$ cat src/verilog/ucpe_pkg.sv
// Shared constants, decode helpers and carriers for the charge-port emulator
package ucpe_pkg;
    // Register offsets
    localparam logic [7:0] UCPE_OFS_ID   = 8'h00;
    localparam logic [7:0] UCPE_OFS_TRIM = 8'h01;
    localparam logic [7:0] UCPE_OFS_PWR  = 8'h02;
    localparam logic [7:0] UCPE_OFS_MODE = 8'h03;
    localparam logic [7:0] UCPE_OFS_RSVD = 8'h04;
    localparam logic [7:0] UCPE_OFS_SW   = 8'h05;
    localparam logic [7:0] UCPE_OFS_EVT  = 8'h06;
    localparam logic [7:0] UCPE_OFS_LIVE = 8'h07;
    localparam logic [7:0] UCPE_OFS_MASK = 8'h08;
    // Reset values
    localparam logic [7:0] UCPE_RST_TRIM = 8'h87;
    localparam logic [7:0] UCPE_RST_PWR  = 8'h50;
    localparam logic [7:0] UCPE_RST_MODE = 8'he9;
    localparam logic [7:0] UCPE_RST_RSVD = 8'h00;
    localparam logic [7:0] UCPE_RST_SW   = 8'h7b;
    localparam logic [7:0] UCPE_RST_EVT  = 8'h00;
    localparam logic [7:0] UCPE_RST_LIVE = 8'h00;
    localparam logic [7:0] UCPE_RST_MASK = 8'h00;
    // Field positions
    localparam int UCPE_SLEEP_BIT  = 7;
    localparam int UCPE_CDPOFF_BIT = 1;
    localparam int UCPE_MODE_MSB   = 2;
    localparam int UCPE_LIVE_DEV   = 7;
    localparam int UCPE_LIVE_BYP   = 6;
    localparam int UCPE_LIVE_CONN  = 5;
    // Mode field encodings
    localparam logic [2:0] autodetect_2a_mode     = 3'h0;
    localparam logic [2:0] passthru_mode          = 3'h1;
    localparam logic [2:0] forced_short_mode      = 3'h2;
    localparam logic [2:0] passthru_cdp_emul_mode = 3'h3;
    localparam logic [2:0] autodetect_1a_mode     = 3'h4;
    // Serial slave figures
    localparam logic [6:0] UCPE_ADDR_MIN = 7'h08;
    localparam logic [3:0] UCPE_BITS     = 4'h8;

    typedef struct packed {
        logic port_pos_line_high;
        logic port_neg_line_high;
        logic cdp_detected;
    } ucpe_cmp_s;

    typedef struct packed {
        logic div_en;
        logic short_en;
        logic pulldown_en;
        logic xcvr_connect;
        logic cdp_adv;
    } ucpe_line_s;

    typedef struct packed {
        logic       wr;
        logic [7:0] addr;
        logic [7:0] wdata;
    } ucpe_bus_s;

    // Either automatic detection charger mode
    function automatic logic ucpe_is_auto(input logic [2:0] m);
        return (m == autodetect_2a_mode) || (m == autodetect_1a_mode);
    endfunction
endpackage

$ cat src/verilog/ucpe_i2c.sv
`timescale 1ns/10ps
// Serial management slave: pointer byte, then written or read data bytes
module ucpe_i2c #(
    parameter logic [6:0] DEV_ADDR = 7'h2a
) (
    input  wire logic           i_clk,
    input  wire logic           i_resetn,
    input  wire logic           i_scl,
    input  wire logic           i_sda_in,
    output logic                o_sda_out,
    output logic                o_sda_oe,
    input  wire logic [7:0]     i_rdata,
    output logic                o_rd,
    output ucpe_pkg::ucpe_bus_s o_bus
);
    import ucpe_pkg::*;

    typedef enum {S_IDLE, S_ADDR, S_PTR, S_WDATA, S_RDATA} ucpe_i2c_e;
    typedef struct packed {
        ucpe_i2c_e  st;
        logic       scl;
        logic       sda;
        logic [3:0] cnt;
        logic       ack;
        logic       rw;
        logic       nack;
        logic       oe;
        logic [7:0] sh;
        ucpe_bus_s  bus;
    } ucpe_i2c_s;

    ucpe_i2c_s q, d;
    logic      start, stop, rise, fall;

    if (DEV_ADDR < UCPE_ADDR_MIN) begin : g_chk
        $error("device address falls in the reserved range");
    end

    // Line events seen against last sample
    assign start = q.scl && i_scl && q.sda && !i_sda_in;
    assign stop  = q.scl && i_scl && !q.sda && i_sda_in;
    assign rise  = !q.scl && i_scl;
    assign fall  = q.scl && !i_scl;

    // Open drain: only ever pull low
    assign o_sda_out = 1'b0;
    assign o_sda_oe  = q.oe;
    assign o_bus     = q.bus;

    // Byte engine; data changes only while the clock line is low
    always_comb begin
        d        = q;
        d.scl    = i_scl;
        d.sda    = i_sda_in;
        d.bus.wr = 1'b0;
        o_rd     = 1'b0;
        if (start) begin
            d.st   = S_ADDR;
            d.cnt  = 4'h0;
            d.ack  = 1'b0;
            d.nack = 1'b0;
            d.oe   = 1'b0;
        end else if (stop) begin
            d.st = S_IDLE;
            d.oe = 1'b0;
        end else if (q.st != S_IDLE) begin
            if (rise && !q.ack) begin
                d.cnt = q.cnt + 4'h1;
                if (q.st != S_RDATA) begin
                    d.sh = {q.sh[6:0], i_sda_in};
                end
            end
            if (rise && q.ack && q.st == S_RDATA) begin
                d.nack = i_sda_in;
            end
            if (fall) begin
                if (!q.ack && q.cnt == UCPE_BITS) begin
                    d.ack = 1'b1;
                    d.oe  = 1'b1;
                    case (q.st)
                        S_ADDR: begin
                            if (q.sh[7:1] != DEV_ADDR) begin
                                d.st = S_IDLE;
                                d.oe = 1'b0;
                            end else begin
                                d.rw = q.sh[0];
                            end
                        end
                        S_PTR:   d.bus.addr = q.sh;
                        S_WDATA: begin
                            d.bus.wr    = 1'b1;
                            d.bus.wdata = q.sh;
                        end
                        S_RDATA: begin
                            d.oe       = 1'b0;
                            d.bus.addr = q.bus.addr + 8'h01;
                        end
                        default: d.st = S_IDLE;
                    endcase
                end else if (q.ack) begin
                    d.ack = 1'b0;
                    d.cnt = 4'h0;
                    d.oe  = 1'b0;
                    case (q.st)
                        S_ADDR:  d.st = q.rw ? S_RDATA : S_PTR;
                        S_PTR:   d.st = S_WDATA;
                        S_WDATA: d.bus.addr = q.bus.addr + 8'h01;
                        S_RDATA: d.st = q.nack ? S_IDLE : S_RDATA;
                        default: d.st = S_IDLE;
                    endcase
                    // Load next read byte and put out its top bit
                    if (d.st == S_RDATA) begin
                        o_rd = 1'b1;
                        d.sh = i_rdata;
                        d.oe = !i_rdata[7];
                    end
                end else if (q.st == S_RDATA) begin
                    d.sh = {q.sh[6:0], 1'b0};
                    d.oe = !q.sh[6];
                end
            end
        end
    end

    always_ff @(posedge i_clk or negedge i_resetn) begin
        if (!i_resetn) begin
            // Lines idle high, so release after reset shows no false edge
            q     <= '0;
            q.scl <= 1'b1;
            q.sda <= 1'b1;
        end else begin
            q <= d;
        end
    end
endmodule

$ cat src/verilog/ucpe_line.sv
`timescale 1ns/10ps
// Data-line switching and detection state for the charger port
module ucpe_line (
    input  wire logic            i_clk,
    input  wire logic            i_resetn,
    input  wire logic [2:0]      i_mode,
    input  wire logic            i_sleep,
    input  wire logic            i_cdp_off,
    input  ucpe_pkg::ucpe_cmp_s  i_cmp,
    output ucpe_pkg::ucpe_line_s o_line,
    output logic                 o_shorted
);
    import ucpe_pkg::*;

    typedef enum {L_DETECT, L_SHORTED} ucpe_det_e;
    typedef struct packed {
        ucpe_det_e  st;
        ucpe_line_s line;
    } ucpe_lst_s;

    ucpe_lst_s q, d;
    logic      both_high, both_low;

    assign both_high = i_cmp.port_pos_line_high && i_cmp.port_neg_line_high;
    assign both_low  = !i_cmp.port_pos_line_high && !i_cmp.port_neg_line_high;
    assign o_line    = q.line;
    assign o_shorted = (q.st == L_SHORTED);

    // Switch settings follow the next state, so outputs stay registered
    always_comb begin
        d      = q;
        d.line = '0;
        if (i_sleep || !ucpe_is_auto(i_mode)) begin
            d.st = L_DETECT; // RULE9
        end else begin
            case (q.st)
                L_DETECT:  if (both_high) d.st = L_SHORTED; // RULE2
                L_SHORTED: if (both_low) d.st = L_DETECT; // RULE3
                default:   d.st = L_DETECT;
            endcase
        end
        if (!i_sleep) begin
            case (i_mode)
                autodetect_2a_mode, autodetect_1a_mode: begin
                    d.line.div_en   = (d.st == L_DETECT); // RULE1
                    d.line.short_en = (d.st == L_SHORTED); // RULE2
                end
                passthru_mode:     d.line.xcvr_connect = 1'b1; // RULE11
                forced_short_mode: d.line.short_en = 1'b1;
                passthru_cdp_emul_mode: begin
                    d.line.xcvr_connect = i_cmp.cdp_detected; // RULE12
                    d.line.cdp_adv      = !i_cdp_off; // RULE5 RULE6
                end
                default:           d.line.div_en = 1'b1; // RULE10
            endcase
            // Removal pulls the shared node below both thresholds
            d.line.pulldown_en = d.line.short_en; // RULE4
        end
    end

    always_ff @(posedge i_clk or negedge i_resetn) begin
        if (!i_resetn) begin
            q <= '0;
        end else begin
            q <= d;
        end
    end
endmodule

$ cat src/verilog/ucpe_ctrl.sv
`timescale 1ns/10ps
// Top of the charge-port emulator control: register bank and line control
//
// Summary of operation
// (RULE1) Auto-detect modes attach dividers to both lines and sense their levels.
// (RULE2) A compliant charger seen on both lines shorts the two lines together.
// (RULE3) On removal the short opens and dividers return for detection.
// (RULE4) While shorted, a pulldown on the shared node exposes removal.
// (RULE5) CDP emulation keeps traffic connected while advertising CDP; the code connects only while CDP is detected.
// (RULE6) The CDP-off bit at 1 suppresses CDP signalling; 0 allows it.
// (RULE7) Software keeps every factory bit at its reset value.
// (RULE8) Software keeps reserved bits at reset values; they do nothing.
// (RULE9) Sleep bit turns off all but the serial port; clearing resumes.
// (RULE10) Three-bit mode field picks auto, pass, forced short or CDP mode.
// (RULE11) Plain pass-through keeps transceiver connected, no dividers or sources.
// (RULE12) CDP mode connects transceiver lines according to CDP detection.
module ucpe_ctrl #(
    parameter logic [6:0] DEV_ADDR      = 7'h2a,
    parameter logic [7:0] CHIP_IDENTITY = 8'h5a
) (
    input  wire logic            i_clk,
    input  wire logic            i_resetn,
    input  wire logic            i_scl,
    input  wire logic            i_sda_in,
    output logic                 o_sda_out,
    output logic                 o_sda_oe,
    input  ucpe_pkg::ucpe_cmp_s  i_cmp,
    output ucpe_pkg::ucpe_line_s o_line,
    output logic                 o_shorted
);
    import ucpe_pkg::*;

    // CHIP_IDENTITY default is arbitrary

    typedef struct packed {
        logic [7:0] trim;
        logic [7:0] pwr;
        logic [7:0] mode;
        logic [7:0] rsvd;
        logic [7:0] sw;
        logic [7:0] evt;
        logic [7:0] live;
        logic [7:0] mask;
    } ucpe_regs_s;

    ucpe_regs_s q, d;

    ucpe_bus_s  bus;
    logic       rd;
    logic [7:0] rdata;
    logic [2:0] mode_sel;
    logic       sleep;
    logic       cdp_off;
    logic       in_cdp;
    logic [7:0] live_now;
    logic [7:0] live_rise;
    logic       evt_clear;

    // Register read decode, feeding the read data of the slave
    function automatic logic [7:0] ucpe_read(
        input logic [7:0] a,
        input ucpe_regs_s r
    );
        logic [7:0] v;
        v = 8'h00;
        case (a)
            UCPE_OFS_ID:   v = CHIP_IDENTITY;
            UCPE_OFS_TRIM: v = r.trim;
            UCPE_OFS_PWR:  v = r.pwr;
            UCPE_OFS_MODE: v = r.mode;
            UCPE_OFS_RSVD: v = r.rsvd;
            UCPE_OFS_SW:   v = r.sw;
            UCPE_OFS_EVT:  v = r.evt;
            UCPE_OFS_LIVE: v = r.live;
            UCPE_OFS_MASK: v = r.mask;
            default:       v = 8'h00;
        endcase
        return v;
    endfunction

    // Serial management port stays alive in sleep
    ucpe_i2c #(
        .DEV_ADDR (DEV_ADDR)
    ) u_i2c (
        .i_clk    (i_clk),
        .i_resetn (i_resetn),
        .i_scl    (i_scl),
        .i_sda_in (i_sda_in),
        .o_sda_out(o_sda_out),
        .o_sda_oe (o_sda_oe),
        .i_rdata  (rdata),
        .o_rd     (rd),
        .o_bus    (bus)
    );

    assign rdata = ucpe_read(bus.addr, q);

    // Control fields steering the line logic
    assign mode_sel = q.mode[UCPE_MODE_MSB:0]; // RULE10
    assign sleep    = q.pwr[UCPE_SLEEP_BIT]; // RULE9
    assign cdp_off  = q.pwr[UCPE_CDPOFF_BIT]; // RULE6
    assign in_cdp   = (mode_sel == passthru_cdp_emul_mode) && !sleep;

    ucpe_line u_line (
        .i_clk    (i_clk),
        .i_resetn (i_resetn),
        .i_mode   (mode_sel),
        .i_sleep  (sleep),
        .i_cdp_off(cdp_off),
        .i_cmp    (i_cmp),
        .o_line   (o_line),
        .o_shorted(o_shorted)
    );

    // Live state of the CDP path
    always_comb begin
        live_now                 = 8'h00;
        live_now[UCPE_LIVE_DEV]  = in_cdp && i_cmp.cdp_detected;
        live_now[UCPE_LIVE_BYP]  = in_cdp && cdp_off;
        live_now[UCPE_LIVE_CONN] = in_cdp && o_line.xcvr_connect;
    end

    assign live_rise = live_now & ~q.live;
    // Read of the event byte clears it in the cycle it is captured
    assign evt_clear = rd && (bus.addr == UCPE_OFS_EVT);

    // Register writes; read-only offsets and unmapped ones are ignored
    always_comb begin
        d      = q;
        d.live = live_now;
        // Set beats clear so an edge during the read is not lost
        if (evt_clear) begin
            d.evt = live_rise;
        end else begin
            d.evt = q.evt | live_rise;
        end
        if (bus.wr) begin
            case (bus.addr)
                UCPE_OFS_TRIM: d.trim = bus.wdata;
                UCPE_OFS_PWR:  d.pwr  = bus.wdata;
                UCPE_OFS_MODE: d.mode = bus.wdata;
                UCPE_OFS_RSVD: d.rsvd = bus.wdata;
                UCPE_OFS_SW:   d.sw   = bus.wdata;
                UCPE_OFS_MASK: d.mask = bus.wdata;
                default:       d.mask = q.mask;
            endcase
        end
    end

    always_ff @(posedge i_clk or negedge i_resetn) begin
        if (!i_resetn) begin
            q.trim <= UCPE_RST_TRIM;
            q.pwr  <= UCPE_RST_PWR;
            q.mode <= UCPE_RST_MODE;
            q.rsvd <= UCPE_RST_RSVD;
            q.sw   <= UCPE_RST_SW;
            q.evt  <= UCPE_RST_EVT;
            q.live <= UCPE_RST_LIVE;
            q.mask <= UCPE_RST_MASK;
        end else begin
            q <= d;
        end
    end

    logic auto_on;
    assign auto_on = ucpe_is_auto(mode_sel) && !sleep;
endmodule

$ cat config.mk
export PLATFORM = sky130hd
export DESIGN_NAME = ucpe_ctrl
export DESIGN_NICKNAME = d
export VERILOG_FILES = /design/src/verilog/ucpe_pkg.sv /design/src/verilog/ucpe_i2c.sv /design/src/verilog/ucpe_line.sv /design/src/verilog/ucpe_ctrl.sv
export SDC_FILE = /design/constraint.sdc
export NUM_CORES = 1
export LEC_CHECK = 0
export ABC_AREA = 1
export BUFFER_PORTS_ARGS = -buffer_cell sky130_fd_sc_hd__buf_2
export CAP_MARGIN = 20
export CORE_UTILIZATION = 70
export CTS_BUF_LIST = sky130_fd_sc_hd__clkbuf_4
export DETAILED_ROUTE_END_ITERATION = 10
export GPL_ROUTABILITY_DRIVEN = 0
export GPL_TIMING_DRIVEN = 0
export PLACE_DENSITY = 0.87
export SYNTH_ARGS = -nofsm -noshare
export SYNTH_HDL_FRONTEND = slang
export SYNTH_HIERARCHICAL = 1
export SYNTH_SLANG_ARGS = --single-unit
$ cat constraint.sdc
create_clock -name i_clk -period 5.4 [get_ports i_clk]
set_input_delay 0.54 -clock i_clk [delete_from_list [all_inputs] [get_ports i_clk]]
set_output_delay 0.54 -clock i_clk [all_outputs]
set_load 0.02 [all_outputs]
==> flow_summary_export.csv <==
group,metric,value,unit
sta,finalMaxSlewViolations,0,
cts,clkTransAtPathRegs,0.12,ns
final_layout,final_nets,1018,
drt,ant_nets,0,
cts,cts_tree,"yes",
floorplan,die_area,11600,um2
floorplan,num_io_pins,15,
drt,avgViaCountPerCell,5.21,
final_layout,fin_util,77.8,%
cts,cts_root_buf,"clkbuf_4",
sta,max_clock_freq,0.455,GHz
global_route,grt_max_degree,96,
floorplan,start_util,72.0,%
drt,drtPass1Iterations,5,
sta,tightest_slew,0.578,ns
placement,io_buffers,13,
sta,fin_crit,2.20,ns
hold_path,hold_path.class,"in2reg",
yosys,ys_async_sr_fraction,100,%
yosys,ys.flop_type,"dfrtp_1",
setup_path,worstSetupPathType,"reg2out",
yosys,avgSynthCellArea,8.31,um2
cts,cts_buffers,17,
global_route,grt_pass1_wl,26200,um
global_route,grt_pass1_vias,5698,
setup_path,worstPathMaxFanout,2,
yosys,synth-warning-count,6,
cts,cts.sinks,157,
flow_run,maxCapViolCount,0,
yosys,synth_edf_count,0,
drt,post_drt_wl_per_cell,13.4,um
sta,fin_crit_sh,40.7,%
global_route,antenna_found_initial,0,
global_route,grt_usage,29.5,%
setup_path,r2r_cells,12,
yosys,syn-instance-count,944,
final_layout,antenna_cells,0,
hold_path,hold_depth,1,
sta,finalSetupTns,0,ns
floorplan,dieWidth,108,um
setup_path,cp-start-kind,"flop",
placement,hpwl,11300,um
final_layout,fin_area,8470,um2
cts,cts-htree-levels,4,
drt,drt_iter0_markers,456,
power,p_leak,4.36,nW
final_layout,nFillCells,785,
final_layout,multi_input_area,3130,um2
final_layout,layout-drive-gt1-share,17.4,%
floorplan,num_rows,38,
sta,fin_worst_skew,0.0195,ns
sta,setup_viol,0,
yosys,ys_seq_area_share,50.4,%
sta,rsz0062_at_grt,"false",
setup_path,worst_ep_required_time,4.86,ns
sta,slew_headroom,61.5,%
power,p_per_area,315,nW/um2
drt,wirelength,15500,um
setup_path,cp_data_arrival_time,1.66,ns
cts,clockBufferDepth,2,
sta,hold_viol,0,
power,peakVddDrop,0.266,mV
drt,drc,0,
global_route,overflow,0,
final_layout,regArea,3950,um2
floorplan,die_h,108,um
cts,clk_latency,0.54,ns
drt,vias,6045,
setup_path,end_kind,"output pin",
status,status,"completed",
final_layout,area_delta_synth_final,8.06,%
floorplan,core,10900,um2
yosys,synth_cell_type_count,44,
placement,numPlacedInstances,1128,
power,design_power_total,2.67,mW
final_layout,layout.cells.non_filler,1161,
yosys,netlist_area,7840,um2
placement,dpl_cell_area,8230,um2
yosys,ys_ff_latch,157,
-- through the flow --
step / hold WS (ns) / setup slack, ns
2_1_floorplan: 0.244 / 3.57
3_3_place_gp: 0.468 / 1.59
3_5_place_dp: 0.465 / 3.15
4_1_cts: 0.0916 / 3.14
5_1_grt: 0.0818 / 2.98
6_report: 0.140 / 3.20
-- cells by family (layout without fill, tap and decap cells) --
| group | Yosys count | count (layout) | share of synthesized area [%] |
|---|---|---|---|
| simple gates | 461 | 461 | 28.1 |
| buf+inv | 187 | 234 | 11.2 |
| flops | 157 | 157 | 50.4 |
| compound gates | 126 | 126 | 8.89 |
| xor+xnor | 8 | 8 | 0.893 |
| fa+ha+maj | 3 | 3 | 0.479 |
| other cells | 2 | 32 | 0.0958 |
-- metal layers --
metal / wire, um / global-route usage [%]
met5: 0 / 0
met1: 7020 / 40.6
met3: 903 / 5.81
met2: 7280 / 46.8
met4: 302 / 10.8
-- power breakdown --
| part | internal [mW] | total [mW] | switching (mW) | leakage [nW] |
|---|---|---|---|---|
| sequential | 1.27 | 1.34 | 0.0715 | 1.96 |
| clock | 0.238 | 0.618 | 0.379 | 0.130 |
| combinational | 0.230 | 0.713 | 0.484 | 2.26 |
-- area by class of cell --
class	instances	area share [%]
inverter	143	6.33
buffer	44	4.00
clock inverter	11	0.915
clock buffer	21	1.86
tap	140	2.07
timing repair buffer	15	1.28
multi-input combinational	630	36.9
sequential	157	46.6
-- synthesized netlist by cell type (all sizes together) (2+ instances only) --
cell type | count | share of area, %
a21oi | 31 | 2.0
nor3 | 7 | 0.51
o211ai | 2 | 0.19
a31oi | 2 | 0.16
dfrtp | 138 | 44
buf | 41 | 4.2
o31ai | 4 | 0.38
inv | 142 | 6.8
a22oi | 2 | 0.19
conb | 2 | 0.096
clkbuf | 3 | 0.14
xor2 | 7 | 0.78
nand2 | 213 | 11
nor2 | 149 | 9.8
dfstp | 19 | 6.4
nand3b | 2 | 0.19
ha | 3 | 0.48
nand4 | 11 | 0.96
o21a | 4 | 0.38
o21ai | 78 | 5.3
nand3 | 77 | 5.3
-- state kept, by name (all words and copies together) (netlist names) --
register	cells
mode_sel	3
cdp_off	1
u_line/q	32
q	50
u_i2c/o_sda_oe	1
u_i2c/o_bus	17
u_i2c/q	49
u_line/o_line	4
-- cell usage in the layout, fill, tap and decap left out, types with 11 or more instances in the layout --
cell type,n
nor2_4,15
dfrtp_1,138
conb_1,32
buf_2,19
inv_1,131
nor2_2,14
dfstp_2,19
o21ai_0,46
clkbuf_4,21
buf_4,25
inv_2,11
nand3_1,73
nand2_2,15
nand2_1,193
nor2_1,116
o21ai_1,26
a21oi_1,30
-- what timing repair did --
item / CTS / global route
hold buffers: 1 / 0
resized for setup: 0 / 0
buffers inserted: 0 / 0
hold endpoints to repair: 48 / 0
endpoints found under the setup margin: 0 / 0
-- final timing paths --
| path | end | startpoint | slack (ns) |
|---|---|---|---|
| min in group asynchronous | q[4]$_DFFE_PN0P_ | i_resetn | 0.53 |
| hold / removal | u_i2c/q[33]$_DFF_PN1_ | i_sda_in | 0.14 |
| max in group asynchronous | u_i2c/q[42]$_DFFE_PN0P_ | i_resetn | 4.02 |
| hold reg to reg | u_line/o_line[0]$_DFF_PN0_ | cdp_off$_DFFE_PN0P_ | 0.49 |
| setup / recovery | o_shorted | u_line/q[13]$_DFF_PN0_ | 3.20 |
| setup reg to reg | q[21]$_DFF_PN0_ | u_i2c/q[56]$_DFFE_PN0P_ | 3.21 |
-- worst max-delay path: stages (launching register included) --
cell and delay, ns:
dfrtp_1 0.40, inv_1 0.07, nand2_1 0.05, nor2_1 0.11, nand2_1 0.09, nor3_2 0.21
buf_2 0.19
Note: power is estimated with default switching activity, not from simulation.
